===== config.mk =====
export PLATFORM = sky130hd
export DESIGN_NAME = rx_irq_ctrl
export DESIGN_NICKNAME = d
export VERILOG_FILES = /design/src/hw/rx_irq_pkg.sv /design/src/hw/rx_irq_ctrl.sv
export SDC_FILE = /design/constraint.sdc
export NUM_CORES = 1
export LEC_CHECK = 0
export BUFFER_PORTS_ARGS = -buffer_cell sky130_fd_sc_hd__buf_2
export CORE_MARGIN = 2
export CORE_UTILIZATION = 40
export DETAILED_ROUTE_END_ITERATION = 16
export PLACE_DENSITY = 0.71
export SETUP_SLACK_MARGIN = 0.1
export SYNTH_ARGS = -nofsm -noshare
export SYNTH_HDL_FRONTEND = slang
export SYNTH_SLANG_ARGS = --single-unit

===== constraint.sdc =====
create_clock -name CLK_I -period 1.53 [get_ports CLK_I]
set_input_delay 0.153 -clock CLK_I [delete_from_list [all_inputs] [get_ports CLK_I]]
set_output_delay 0.153 -clock CLK_I [all_outputs]
set_load 0.02 [all_outputs]

===== src/hw/rx_irq_pkg.sv =====
// package: register map, field positions and reset values of the receive flag block
package rx_irq_pkg;
  // byte addresses on the AXI4-Lite register bus
  localparam logic [7:0] STATUS_OFS     = 8'h00;
  localparam logic [7:0] ENABLE_OFS     = 8'h04;
  localparam logic [7:0] ERR_SRC_OFS    = 8'h08;
  localparam logic [7:0] EVT_STATUS_OFS = 8'h0c;
  localparam logic [7:0] EVT_MASK_OFS   = 8'h10;
  // receive status / enable bit positions
  localparam int RDY_BIT   = 7;
  localparam int START_BIT = 2;
  localparam int DONE_BIT  = 1;
  localparam int ERR_BIT   = 0;
  localparam logic [7:0] FLAG_MASK   = 8'h87;
  localparam logic [7:0] STATUS_RST  = 8'h00;
  localparam logic [7:0] ENABLE_RST  = 8'h00;
  // error source positions
  localparam int OVR_BIT = 3;
  localparam int TIM_BIT = 2;
  localparam int MAX_BIT = 1;
  localparam int PAR_BIT = 0;
  localparam logic [3:0] ERR_SRC_RST = 4'h0;
  // event status / mask: one bit per receive interrupt request
  localparam logic [3:0] EVT_RST  = 4'h0;
  localparam logic [1:0] RESP_OK     = 2'b00;
  localparam logic [1:0] RESP_SLVERR = 2'b10;
endpackage


===== src/hw/rx_irq_ctrl.sv =====
// receive completion flags, enables and interrupt gating with an AXI4-Lite slave
//
// Register access over AXI4-Lite and the address map are this design's own decisions.
`timescale 1ns/1ps
module rx_irq_ctrl (
  input  wire logic        CLK_I,
  input  wire logic        SRST_I,
  input  wire logic        CE_I,
  // receive engine events, one-cycle pulses
  input  wire logic        RX_START_I,
  input  wire logic        RX_DONE_I,
  input  wire logic        RX_SHORT_END_I,
  input  wire logic        RX_DATA_READY_I,
  input  wire logic        RX_DATA_TAKEN_I,
  input  wire logic        RX_NEW_FRAME_I,
  input  wire logic [3:0]  RX_ERR_I,
  // AXI4-Lite slave
  input  wire logic [7:0]  AWADDR_I,
  input  wire logic        AWVALID_I,
  output logic             AWREADY_O,
  input  wire logic [31:0] WDATA_I,
  input  wire logic [3:0]  WSTRB_I,
  input  wire logic        WVALID_I,
  output logic             WREADY_O,
  output logic [1:0]       BRESP_O,
  output logic             BVALID_O,
  input  wire logic        BREADY_I,
  input  wire logic [7:0]  ARADDR_I,
  input  wire logic        ARVALID_I,
  output logic             ARREADY_O,
  output logic [31:0]      RDATA_O,
  output logic [1:0]       RRESP_O,
  output logic             RVALID_O,
  input  wire logic        RREADY_I,
  // outputs
  output logic [3:0]       RX_IRQ_REQ_O,
  output logic             ABORT_TO_WAIT_O,
  output logic             IRQ_O
);
  import rx_irq_pkg::*;

  logic [7:0]  receive_status_reg;
  logic [7:0]  receive_irq_enable;
  logic [3:0]  receive_error_source_reg;
  logic [7:0]  read_armed;
  logic [3:0]  evt_status;
  logic [3:0]  evt_mask;
  logic        start_seen;
  logic        aw_held;
  logic        w_held;
  logic [7:0]  aw_addr;
  logic [31:0] w_data;
  logic [3:0]  w_strb;
  logic        wr_fire;
  logic        rd_fire;
  logic        lane0;
  logic [7:0]  wbyte;
  logic [7:0]  next_status;
  logic [7:0]  status_clr;
  logic [7:0]  status_set;
  logic [3:0]  next_req;
  logic        err_any;
  logic        err_live;
  logic [3:0]  evt_prev;

  //****************************************
  // AXI4-Lite write path
  //****************************************
  assign wr_fire = aw_held && w_held && !BVALID_O;
  assign lane0   = w_strb[0];
  assign wbyte   = w_data[7:0];

  always_ff @(posedge CLK_I) begin
    if (SRST_I) begin
      aw_held   <= 1'b0;
      w_held    <= 1'b0;
      aw_addr   <= 8'h00;
      w_data    <= 32'h0000_0000;
      w_strb    <= 4'h0;
      AWREADY_O <= 1'b0;
      WREADY_O  <= 1'b0;
      BVALID_O  <= 1'b0;
      BRESP_O   <= RESP_OK;
    end else if (CE_I) begin
      AWREADY_O <= !aw_held && !AWREADY_O && AWVALID_I;
      WREADY_O  <= !w_held && !WREADY_O && WVALID_I;
      if (AWVALID_I && AWREADY_O) begin
        aw_held <= 1'b1;
        aw_addr <= AWADDR_I;
      end
      if (WVALID_I && WREADY_O) begin
        w_held <= 1'b1;
        w_data <= WDATA_I;
        w_strb <= WSTRB_I;
      end
      if (wr_fire) begin
        aw_held  <= 1'b0;
        w_held   <= 1'b0;
        BVALID_O <= 1'b1;
        case (aw_addr)
          STATUS_OFS, ENABLE_OFS, ERR_SRC_OFS, EVT_STATUS_OFS, EVT_MASK_OFS: BRESP_O <= RESP_OK;
          default: BRESP_O <= RESP_SLVERR;
        endcase
      end else if (BVALID_O && BREADY_I) begin
        BVALID_O <= 1'b0;
      end
    end
  end

  //****************************************
  // AXI4-Lite read path
  //****************************************
  assign rd_fire = ARVALID_I && ARREADY_O;

  always_ff @(posedge CLK_I) begin
    if (SRST_I) begin
      ARREADY_O <= 1'b0;
      RVALID_O  <= 1'b0;
      RDATA_O   <= 32'h0000_0000;
      RRESP_O   <= RESP_OK;
    end else if (CE_I) begin
      ARREADY_O <= !ARREADY_O && !RVALID_O && ARVALID_I;
      if (rd_fire) begin
        RVALID_O <= 1'b1;
        RRESP_O  <= RESP_OK;
        case (ARADDR_I)
          STATUS_OFS:     RDATA_O <= {24'h000000, receive_status_reg};
          ENABLE_OFS:     RDATA_O <= {24'h000000, receive_irq_enable};
          ERR_SRC_OFS:    RDATA_O <= {28'h0000000, receive_error_source_reg};
          EVT_STATUS_OFS: RDATA_O <= {28'h0000000, evt_status};
          EVT_MASK_OFS:   RDATA_O <= {28'h0000000, evt_mask};
          default: begin
            RDATA_O <= 32'h0000_0000;
            RRESP_O <= RESP_SLVERR;
          end
        endcase
      end else if (RVALID_O && RREADY_I) begin
        RVALID_O <= 1'b0;
      end
    end
  end

  //****************************************
  // read-then-write-0 arming
  //****************************************
  // a flag read as 1 arms its clear; only the next status write uses the arm, clearing it if that write holds 0
  always_ff @(posedge CLK_I) begin
    if (SRST_I) begin
      read_armed <= 8'h00;
    end else if (CE_I) begin
      if (rd_fire && ARADDR_I == STATUS_OFS) begin
        read_armed <= receive_status_reg & FLAG_MASK;
      end else if (wr_fire && aw_addr == STATUS_OFS && lane0) begin
        read_armed <= 8'h00;
      end
    end
  end

  //****************************************
  // receive status flags
  //****************************************
  assign err_any  = |RX_ERR_I;
  // error sources count only once a start has been seen for this frame
  assign err_live = err_any && start_seen;

  always_comb begin
    status_set             = 8'h00;
    status_set[START_BIT]  = RX_START_I;
    status_set[DONE_BIT]   = RX_DONE_I && !err_any;
    status_set[ERR_BIT]    = (RX_SHORT_END_I && start_seen) || err_live;
    status_set[RDY_BIT]    = RX_DATA_READY_I;
    status_clr = 8'h00;
    if (wr_fire && aw_addr == STATUS_OFS && lane0) begin
      status_clr = read_armed & ~wbyte & FLAG_MASK;
    end
    if (RX_DATA_TAKEN_I) begin
      status_clr[RDY_BIT] = 1'b1;
    end
    // set wins over a clear in the same cycle
    next_status = ((receive_status_reg & ~status_clr) | status_set) & FLAG_MASK;
  end

  always_ff @(posedge CLK_I) begin
    if (SRST_I) begin
      receive_status_reg <= STATUS_RST;
    end else if (CE_I) begin
      receive_status_reg <= next_status;
    end
  end

  // tracks the start of the current frame, independent of the start flag clear
  always_ff @(posedge CLK_I) begin
    if (SRST_I) begin
      start_seen      <= 1'b0;
      ABORT_TO_WAIT_O <= 1'b0;
    end else if (CE_I) begin
      ABORT_TO_WAIT_O <= err_any && !start_seen && !RX_START_I;
      if (RX_START_I) begin
        start_seen <= 1'b1;
      end else if (RX_NEW_FRAME_I || RX_DONE_I || RX_SHORT_END_I || err_any) begin
        start_seen <= 1'b0;
      end
    end
  end

  //****************************************
  // error source register
  //****************************************
  always_ff @(posedge CLK_I) begin
    if (SRST_I) begin
      receive_error_source_reg <= ERR_SRC_RST;
    end else if (CE_I) begin
      if (err_live) begin
        receive_error_source_reg <= receive_error_source_reg | RX_ERR_I;
      end else if (wr_fire && aw_addr == ERR_SRC_OFS && lane0) begin
        receive_error_source_reg <= receive_error_source_reg & wbyte[3:0];
      end
    end
  end

  //****************************************
  // enable register
  //****************************************
  always_ff @(posedge CLK_I) begin
    if (SRST_I) begin
      receive_irq_enable <= ENABLE_RST;
    end else if (CE_I && wr_fire && aw_addr == ENABLE_OFS && lane0) begin
      receive_irq_enable <= wbyte & FLAG_MASK;
    end
  end

  //****************************************
  // interrupt requests and summary
  //****************************************
  always_comb begin
    next_req[3] = receive_status_reg[RDY_BIT] && receive_irq_enable[RDY_BIT];
    next_req[2] = receive_status_reg[START_BIT] && receive_irq_enable[START_BIT];
    next_req[1] = receive_status_reg[DONE_BIT] && receive_irq_enable[DONE_BIT];
    next_req[0] = receive_status_reg[ERR_BIT] && receive_irq_enable[ERR_BIT];
  end

  // event status latches each request's rising edge; write 1 clears, set wins
  always_ff @(posedge CLK_I) begin
    if (SRST_I) begin
      RX_IRQ_REQ_O <= 4'h0;
      evt_prev     <= 4'h0;
      evt_status   <= EVT_RST;
      evt_mask     <= EVT_RST;
      IRQ_O        <= 1'b0;
    end else if (CE_I) begin
      RX_IRQ_REQ_O <= next_req;
      evt_prev     <= next_req;
      if (wr_fire && aw_addr == EVT_MASK_OFS && lane0) begin
        evt_mask <= wbyte[3:0];
      end
      if (wr_fire && aw_addr == EVT_STATUS_OFS && lane0) begin
        evt_status <= (evt_status & ~wbyte[3:0]) | (next_req & ~evt_prev);
      end else begin
        evt_status <= evt_status | (next_req & ~evt_prev);
      end
      IRQ_O <= |(evt_status & evt_mask);
    end
  end
endmodule


; ---- Word level (Yosys, flattened, before mapping)
; Cells that the tools add are included.
[op_classes]
addsub = 0
multipliers = 0
n_div = 0
order_cmp = 0
eq_ne = 8
shift = 0
n_mux = 20
bitwise = 14
n_reduce_logical = 73
[op_table]
columns = cell, n
row1 = 8-bit case mux with 5 select lines, 1
row2 = 1-bit logical AND, 34
row3 = 8-bit by 4-bit == test with 1-bit output (second input constant), 4
row4 = 8-bit two-way mux, 3
row5 = 2-bit AND reduction, 12
row6 = 4-bit bitwise AND, 4
row7 = 8-bit bitwise AND, 2
row8 = 8-bit by 3-bit == test with 1-bit output (second input constant), 2
row9 = 8-bit by 5-bit == test with 1-bit output (second input constant), 2
row10 = 8-bit zero test, 2
row11 = 8-bit NOT, 2
row12 = 2-bit nonzero test, 7
row13 = 4-bit two-way mux, 3
row14 = 4-bit bitwise OR, 3
row15 = 1-bit two-way mux, 11
row16 = 1-bit zero test, 10
row17 = 5-bit OR reduction, 2
row18 = 4-bit NOT, 2
row19 = 8-bit bitwise OR, 1
row20 = 4-bit OR reduction, 2
row21 = 1-bit logical OR, 4
row22 = 2-bit two-way mux, 2
[totals]
register_bits = 95
latch_bits = 0
ramBits = 0
romBits = 0
input_bits = 70
output_inout_bits = 47
mem_count = 0

; ---- Logic depth before layout (Yosys ltp)
; Gate-level depths: netlist of the first run.
[depth]
depth_word = 9
depth_mapped = 5
mapped_depth_nobuf = 4

; ---- Worst setup path before layout of the first run
; No wires, ideal clock.
[synth_timing]
path_kind = reg2reg
startpoint = register BVALID_O
endpoint = register receive_error_source_reg[0]
setup_ns = 0.138
t_arrival_ns = 1.542
t_required_ns = 1.392
path_slack_ns = -0.151
stages_incl_launch_ff = 6
n_path_buf = 1
synth_period_minus_slack_ns = 1.681
cell_sequence = dfxtp_1 and4b_1 clkbuf_2 nand4_1 a2111oi_4 a211oi_1
[synth_via]
elab_chain_cells = 6
[synth_rtl]
columns = item, line
row1 = from (decl), rx_irq_ctrl.sv:26  ; output logic BVALID_O,
row2 = from (signal assigned), rx_irq_ctrl.sv:82  ; BVALID_O <= 1'b0;
row3 = from (signal assigned), rx_irq_ctrl.sv:99  ; BVALID_O <= 1'b1;
row4 = from (signal assigned), rx_irq_ctrl.sv:105  ; BVALID_O <= 1'b0;
row5 = 1-bit zero test, rx_irq_ctrl.sv:69  ; assign wr_fire = aw_held && w_held && !BVALID_O;
row6 = 1-bit logical AND, rx_irq_ctrl.sv:69
row7 = 1-bit logical AND (2 in a row), rx_irq_ctrl.sv:215  ; end else if (wr_fire && aw_addr == ERR_SRC_OFS && lane0) begin
row8 = 2-bit nonzero test (no line), --
row9 = 2-bit AND reduction (no line), --
row10 = to (signal assigned), rx_irq_ctrl.sv:214  ; receive_error_source_reg <= receive_error_source_reg | RX_ERR_I;
row11 = to (signal assigned), rx_irq_ctrl.sv:216  ; receive_error_source_reg <= receive_error_source_reg & wbyte[3:0];
row12 = to (decl), rx_irq_ctrl.sv:44  ; logic [3:0] receive_error_source_reg;
; Every way passes these cells.
; A chain may end at the register's enable or synchronous reset.

; ---- Final worst setup path of the first run
[layout_timing]
startpoint = register aw_addr[6]
endpoint = register receive_error_source_reg[3]
[layout_via]
elab_chain_cells = 5
[layout_rtl]
columns = item, line
row1 = from (decl), rx_irq_ctrl.sv:51  ; logic [7:0] aw_addr;
row2 = from (signal assigned), rx_irq_ctrl.sv:77  ; aw_addr <= 8'h00;
row3 = from (signal assigned), rx_irq_ctrl.sv:89  ; aw_addr <= AWADDR_I;
row4 = 8-bit by 4-bit == test with 1-bit output, rx_irq_ctrl.sv:215
row5 = 1-bit logical AND (2 in a row), rx_irq_ctrl.sv:215
row6 = 2-bit nonzero test (no line), --
row7 = 2-bit AND reduction (no line), --
; Every way passes these cells.

==> results.py, run 1 <==
metrics = {
    "worst_setup_path": {
        "required_ns": 1.74,
        "crit_buf_inv": 2,
        "start_kind": "flop",
        "cp_max_fo": 4,
        "cp_cell_sequence": "nor3_4 > nand4_1 > buf_6 > a2111oi_4 > buf_4 > a211oi_1",
        "rrSetupSlack_ns": 0.03,
        "worst_path_largest_cell_delay_ns": 0.36,
        "crit_arrival_ns": 1.70,
        "slowest_stage": "dfxtp_4",
        "path_class": "reg -> reg",
        "cp_top_family": "flip-flops",
        "end_kind": "flop",
    },
    "floorplanning": {
        "core_area_um2": 6830,
        "ios": 117,
        "core.rowCount": 30,
        "start_util": 0.416,
        "die_y_um": 88.3,
        "die_x_um": 88.3,
        "die_area_um2": 7790,
    },
    "power_and_ir_drop": {
        "ir_drop_mv": 0.793,
        "leakagePower_nw": 1.60,
        "power_density_nw_per_um2": 1000,
    },
    "layout": {
        "largest_reg_flops": 8,
        "drive_gt1_frac": 0.299,
        "reg_top3": "aw_addr: 8 flops, RDATA_O: 5 flops, w_data: 5 flops",
        "top_register": "aw_addr",
        "nFillCells": 679,
        "diodes": 0,
        "area_growth_pct": 28.2,
        "final_core_util": 0.533,
        "finalNetCount": 480,
        "fin_area_um2": 3640,
    },
    "clock_tree": {
        "cts.path.max_buffers": 2,
        "cts-htree-levels": 3,
        "numClockSinks": 59,
        "cts_tree": "built",
        "clkTransAtPathRegs_ns": 0.06,
        "cts_buffers": 9,
        "clk_latency_ns": 0.33,
        "clock-root-buffer": "clkbuf_8",
    },
    "logic_synthesis": {
        "synth-seq-cells": 59,
        "ys_seq_area_frac": 0.416,
        "synthesis.instances": 325,
        "synth_cell_types": 43,
        "synth-edff-count": 0,
        "ys_warn_count": 0,
        "synthTopCellsByArea": "dfxtp_1 42%, mux2i_1 9.2%, buf_4 7.7%, a21oi_1 4.4%, nand2_1 4.1%",
        "synth_area_um2": 2840,
        "synth_top_area_cell": "dfxtp_1",
        "async_flop_share": 0,
        "synth_ff_type": "dfxtp_1",
        "synth.top_cell.area_share": 0.416,
        "syn_avg_cell_area_um2": 8.74,
    },
    "global_routing": {
        "grt_pass1_wl_um": 11000,
        "grt_overflow": 0,
        "grt_pass1_vias": 2372,
        "grt_usage": 0.181,
        "grt_max_degree": 27,
        "antenna_found_initial": 0,
    },
    "route": {
        "vias": 2615,
        "route.detailed.drc": 0,
        "vias_per_cell": 5.12,
        "totalWireLength_um": 6890,
        "firstDrtPassIters": 4,
        "drt_iter0_drc": 88,
        "postRouteAntennaNets": 0,
        "wl_per_cell_um": 13.5,
    },
    "sta": {
        "post-route-min-period_ns": 1.50,
        "rsz0062_at_grt": "true",
        "fin_skew_ns": 0.00780,
        "hold_viol_final": 0,
        "maxSlewViolCount": 0,
        "setup_viol": 0,
        "min_period_over_period": 0.979,
        "max_freq_mhz": 668,
    },
    "outcome": {
        "run_status": "finished clean",
    },
    "placed_design": {
        "place_congestion": 0.834,
        "place_area_um2": 3290,
        "port_buffers": 57,
        "dp_hpwl_um": 5090,
    },
    "run": {
        "max_cap_violations": 0,
    },
    "min_path": {
        "hold_class": "in -> reg",
    },
}
==> logic make-up after synthesis <==
family / count (synthesis) / synth area share
AO/OA/AOI/OAI: 72 / 0.169
buffers and inverters: 52 / 0.110
flip-flops: 59 / 0.416
multiplexers: 26 / 0.0916
other: 1 / 0.00132
AND/OR/NAND/NOR: 115 / 0.212
==> layout by cell type, fill, tap and decap left out, types with 4 or more instances in the layout <==
cell / instances
nand4_1: 5
mux2i_1: 26
buf_4: 31
a21oi_1: 25
conb_1: 29
nand2b_1: 6
nor3b_1: 4
a31oi_1: 10
a22oi_1: 4
nor2b_1: 5
inv_1: 9
clkbuf_8: 10
dfxtp_2: 5
o21ai_0: 9
dfxtp_1: 53
nand3_1: 9
nand2_1: 31
buf_2: 57
nor2_1: 29
and4b_1: 5
==> cells in the mapped netlist (all sizes together) (5+ instances only) <==
| library cell | n |
|---|---|
| a21oi | 25 |
| a31oi | 11 |
| and4b | 5 |
| buf | 32 |
| clkbuf | 11 |
| dfxtp | 59 |
| inv | 9 |
| mux2i | 26 |
| nand2 | 31 |
| nand2b | 6 |
| nand3 | 10 |
| nand4 | 5 |
| nor2 | 29 |
| nor2b | 5 |
| o21ai | 13 |
==> repair_timing <==
item                       in CTS  in global routing
hold buffers                    0                  0
buffers inserted                1                  3
gates resized for setup         3                 16
setup endpoints to repair      12                 23
pin swaps                       1                  6
==> per-stage QoR <==
step	TNS (ns)	total power, mW	setup WS [ns]	hold slack (ns)	cells
2_1_floorplan	0	1.88	0.0346	0.289	353
3_3_place_gp	-0.631	1.95	-0.0725	0.387	492
3_5_place_dp	-0.912	1.95	-0.109	0.393	492
4_1_cts	0	3.67	0.0681	0.0376	509
5_1_grt	-0.163	3.80	-0.0471	0.0459	511
6_report	0	3.65	0.0322	0.0472	511
==> metal layers <==
| metal | vias up | wire length [um] | GRT usage |
|---|---|---|---|
| met5 | - | 0 | 0 |
| met2 | 87 | 3380 | 0.306 |
| met3 | 4 | 455 | 0.0578 |
| li1 | 1290 | - | - |
| met1 | 1234 | 3000 | 0.222 |
| met4 | 0 | 48 | 0.0510 |
==> worst register-to-register path, cell delays in order (launching register included) <==
cell       delay [ns]
dfxtp_4          0.36
nor3_4           0.20
nand4_1          0.15
buf_6            0.16
a2111oi_4        0.25
buf_4            0.19
a211oi_1         0.07
==> final timing paths <==
path              startpoint                     endpoint  cells after the start
min              AWADDR_I[5]                   aw_addr[5]                      3
max               aw_addr[6]  receive_error_source_reg[3]                      6
min reg2reg  ABORT_TO_WAIT_O              ABORT_TO_WAIT_O                      2
max reg2reg       aw_addr[6]  receive_error_source_reg[3]                      6
==> layout make-up <==
type	instances	area, um^2	share of cell area
inverter	9	33.8	0.00928
timing repair buffer	89	529	0.145
multi-input combinational	242	1530	0.419
clock buffer	12	145	0.0398
clock inverter	4	97.6	0.0268
tap	96	120	0.0330
sequential	59	1190	0.327
==> where the power goes <==
group,internal (mW),switching (mW)
clock,1.13,0.590
combinational,0.127,0.208
sequential,1.56,0.0334
total,2.82,0.832
Note: power is estimated with default switching activity, not from simulation.
==> run 2, diff against run 1 <==
--- a/config.mk
+++ b/config.mk
@@ -6,11 +6,9 @@
 export NUM_CORES = 1
 export LEC_CHECK = 0
 export BUFFER_PORTS_ARGS = -buffer_cell sky130_fd_sc_hd__buf_2
-export CORE_MARGIN = 2
 export CORE_UTILIZATION = 40
 export DETAILED_ROUTE_END_ITERATION = 16
 export PLACE_DENSITY = 0.71
-export SETUP_SLACK_MARGIN = 0.1
 export SYNTH_ARGS = -nofsm -noshare
 export SYNTH_HDL_FRONTEND = slang
 export SYNTH_SLANG_ARGS = --single-unit
==> constraint.sdc (replaced) <==
create_clock -name CLK_I -period 1.53 [get_ports CLK_I]
set_input_delay 0.0765 -clock CLK_I [delete_from_list [all_inputs] [get_ports CLK_I]]
set_output_delay 0.0765 -clock CLK_I [all_outputs]
set_load 0.02 [all_outputs]
==> results.py, run 2 (same netlist as run 1, synthesis figures left out) <==
metrics = {
    "global_routing": {
        "grt_usage": 0.194,
        "grt_pass1_wl_um": 11200,
        "antenna_found_initial": 0,
        "grt_pass1_vias": 2349,
        "grt_max_degree": 51,
        "grt_overflow": 0,
    },
    "layout": {
        "final_cell_mix": "58 x dfxtp_1, 57 x buf_2, 31 x nand2_1",
        "reg_top3": "aw_addr: 8 flops, RDATA_O: 5 flops, w_data: 5 flops",
        "finalNetCount": 488,
        "drive_gt1_frac": 0.255,
        "top_register": "aw_addr",
        "final_common_cell": "dfxtp_1",
        "largest_reg_flops": 8,
        "area_growth_pct": 29.3,
        "diodes": 0,
    },
    "outcome": {
        "run_status": "finished clean",
    },
    "sta": {
        "rsz0062_at_grt": "true",
        "maxSlewViolCount": 0,
        "worst_pin_slew_ns": 0.527,
        "fin_skew_ns": 0.00738,
        "hold_viol_final": 0,
        "post-route-min-period_ns": 1.46,
        "setup_viol": 0,
        "setup_ws_ns": 0.0704,
        "slew_headroom": 0.649,
        "max_freq_mhz": 685,
        "min_period_over_period": 0.954,
    },
    "route": {
        "drt_iter0_drc": 132,
        "totalWireLength_um": 6930,
        "vias_per_cell": 5.07,
        "vias": 2630,
        "route.detailed.drc": 0,
        "postRouteAntennaNets": 0,
        "firstDrtPassIters": 4,
        "wl_per_cell_um": 13.4,
    },
    "clock_tree": {
        "cts_tree": "built",
        "cts_buffers": 9,
        "clkTransAtPathRegs_ns": 0.07,
        "clock-root-buffer": "clkbuf_8",
        "clk_latency_ns": 0.34,
        "cts.path.max_buffers": 2,
        "cts-htree-levels": 3,
        "numClockSinks": 59,
    },
    "worst_setup_path": {
        "end_kind": "flop",
        "start_kind": "flop",
        "cp_max_fo": 5,
        "crit_path_start": "BVALID_O",
        "crit_arrival_ns": 1.65,
        "worst_r2r_path_depth": 5,
        "required_ns": 1.72,
        "rrSetupSlack_ns": 0.07,
        "crit_path_end": "receive_error_source_reg[2]",
        "r2r-start": "BVALID_O",
        "r2r-end": "receive_error_source_reg[2]",
        "path_class": "reg -> reg",
    },
    "power_and_ir_drop": {
        "leakagePower_nw": 1.61,
        "total_power_mw": 3.68,
        "ir_drop_mv": 0.678,
        "power_density_nw_per_um2": 1000,
    },
    "floorplanning": {
        "core.rowCount": 30,
        "core_area_um2": 6830,
        "start_util": 0.416,
        "die_x_um": 86.3,
        "die_area_um2": 7440,
        "ios": 117,
        "die_y_um": 86.3,
    },
    "min_path": {
        "hold_class": "in -> reg",
        "holdCritStartpoint": "RX_DATA_READY_I",
    },
    "run": {
        "max_cap_violations": 0,
    },
    "placed_design": {
        "place_congestion": 0.806,
        "port_buffers": 57,
        "dp_hpwl_um": 4920,
        "place_ws_ns": -0.0495,
    },
}
run 2: worst max-delay path, cell delays in order, from the launching register on:
cell and delay (ns):
dfxtp_2 0.33, and4b_1 0.26, nand4_1 0.10, buf_4 0.18, a2111oi_4 0.31, a211oi_1 0.13
run 2: power by group:
part	internal [mW]	switching, mW	total (mW)
Sequential	1.56	0.0332	1.60
Combinational	0.141	0.208	0.350
Clock	1.12	0.613	1.73
run 2: cell type report:
type / instances / area (um^2)
multi-input combinational: 242 / 1470
timing repair buffer: 97 / 621
fill: 661 / 3160
sequential: 59 / 1180
inverter: 9 / 33.8
clock buffer: 11 / 141
tap: 96 / 120
clock inverter: 5 / 100
run 2: worst min path at each step:
stage,to,slack (ns),cells past startpoint
2_1_floorplan,aw_addr[5],0.21,2
3_3_place_gp,w_data[7],0.31,3
3_5_place_dp,w_data[7],0.32,3
4_1_cts,RVALID_O,0.01,4
5_1_grt,receive_status_reg[1],0.004,3
6_report,receive_status_reg[7],0.02,3
run 2: what timing repair did:
| action | CTS | global route |
|---|---|---|
| setup endpoints to repair | 0 | 9 |
| hold buffers | 14 | 0 |
| gates resized for setup | 0 | 5 |
| hold endpoints to repair | 14 | 0 |
| buffers inserted | 0 | 0 |
run 2: routing by layer:
metal,GRT usage,vias to the layer above,part of all wire
met2,0.328,86,0.48
li1,-,1305,-
met5,0,-,0
met1,0.239,1231,0.45
met3,0.0629,8,0.056
met4,0.0500,0,0.011
run 2: stage by stage:
step,hold WS [ns],TNS [ns],instances,cell area [um^2],util
floorplan,0.212,0,353,2950,-
global placement,0.309,-0.272,489,3270,0.478
global route,0.00370,-0.0130,519,3670,0.537
detailed placement,0.318,-0.345,489,3270,0.478
finish,0.0164,0,519,3670,0.537
CTS,0.0128,0,519,3650,0.534
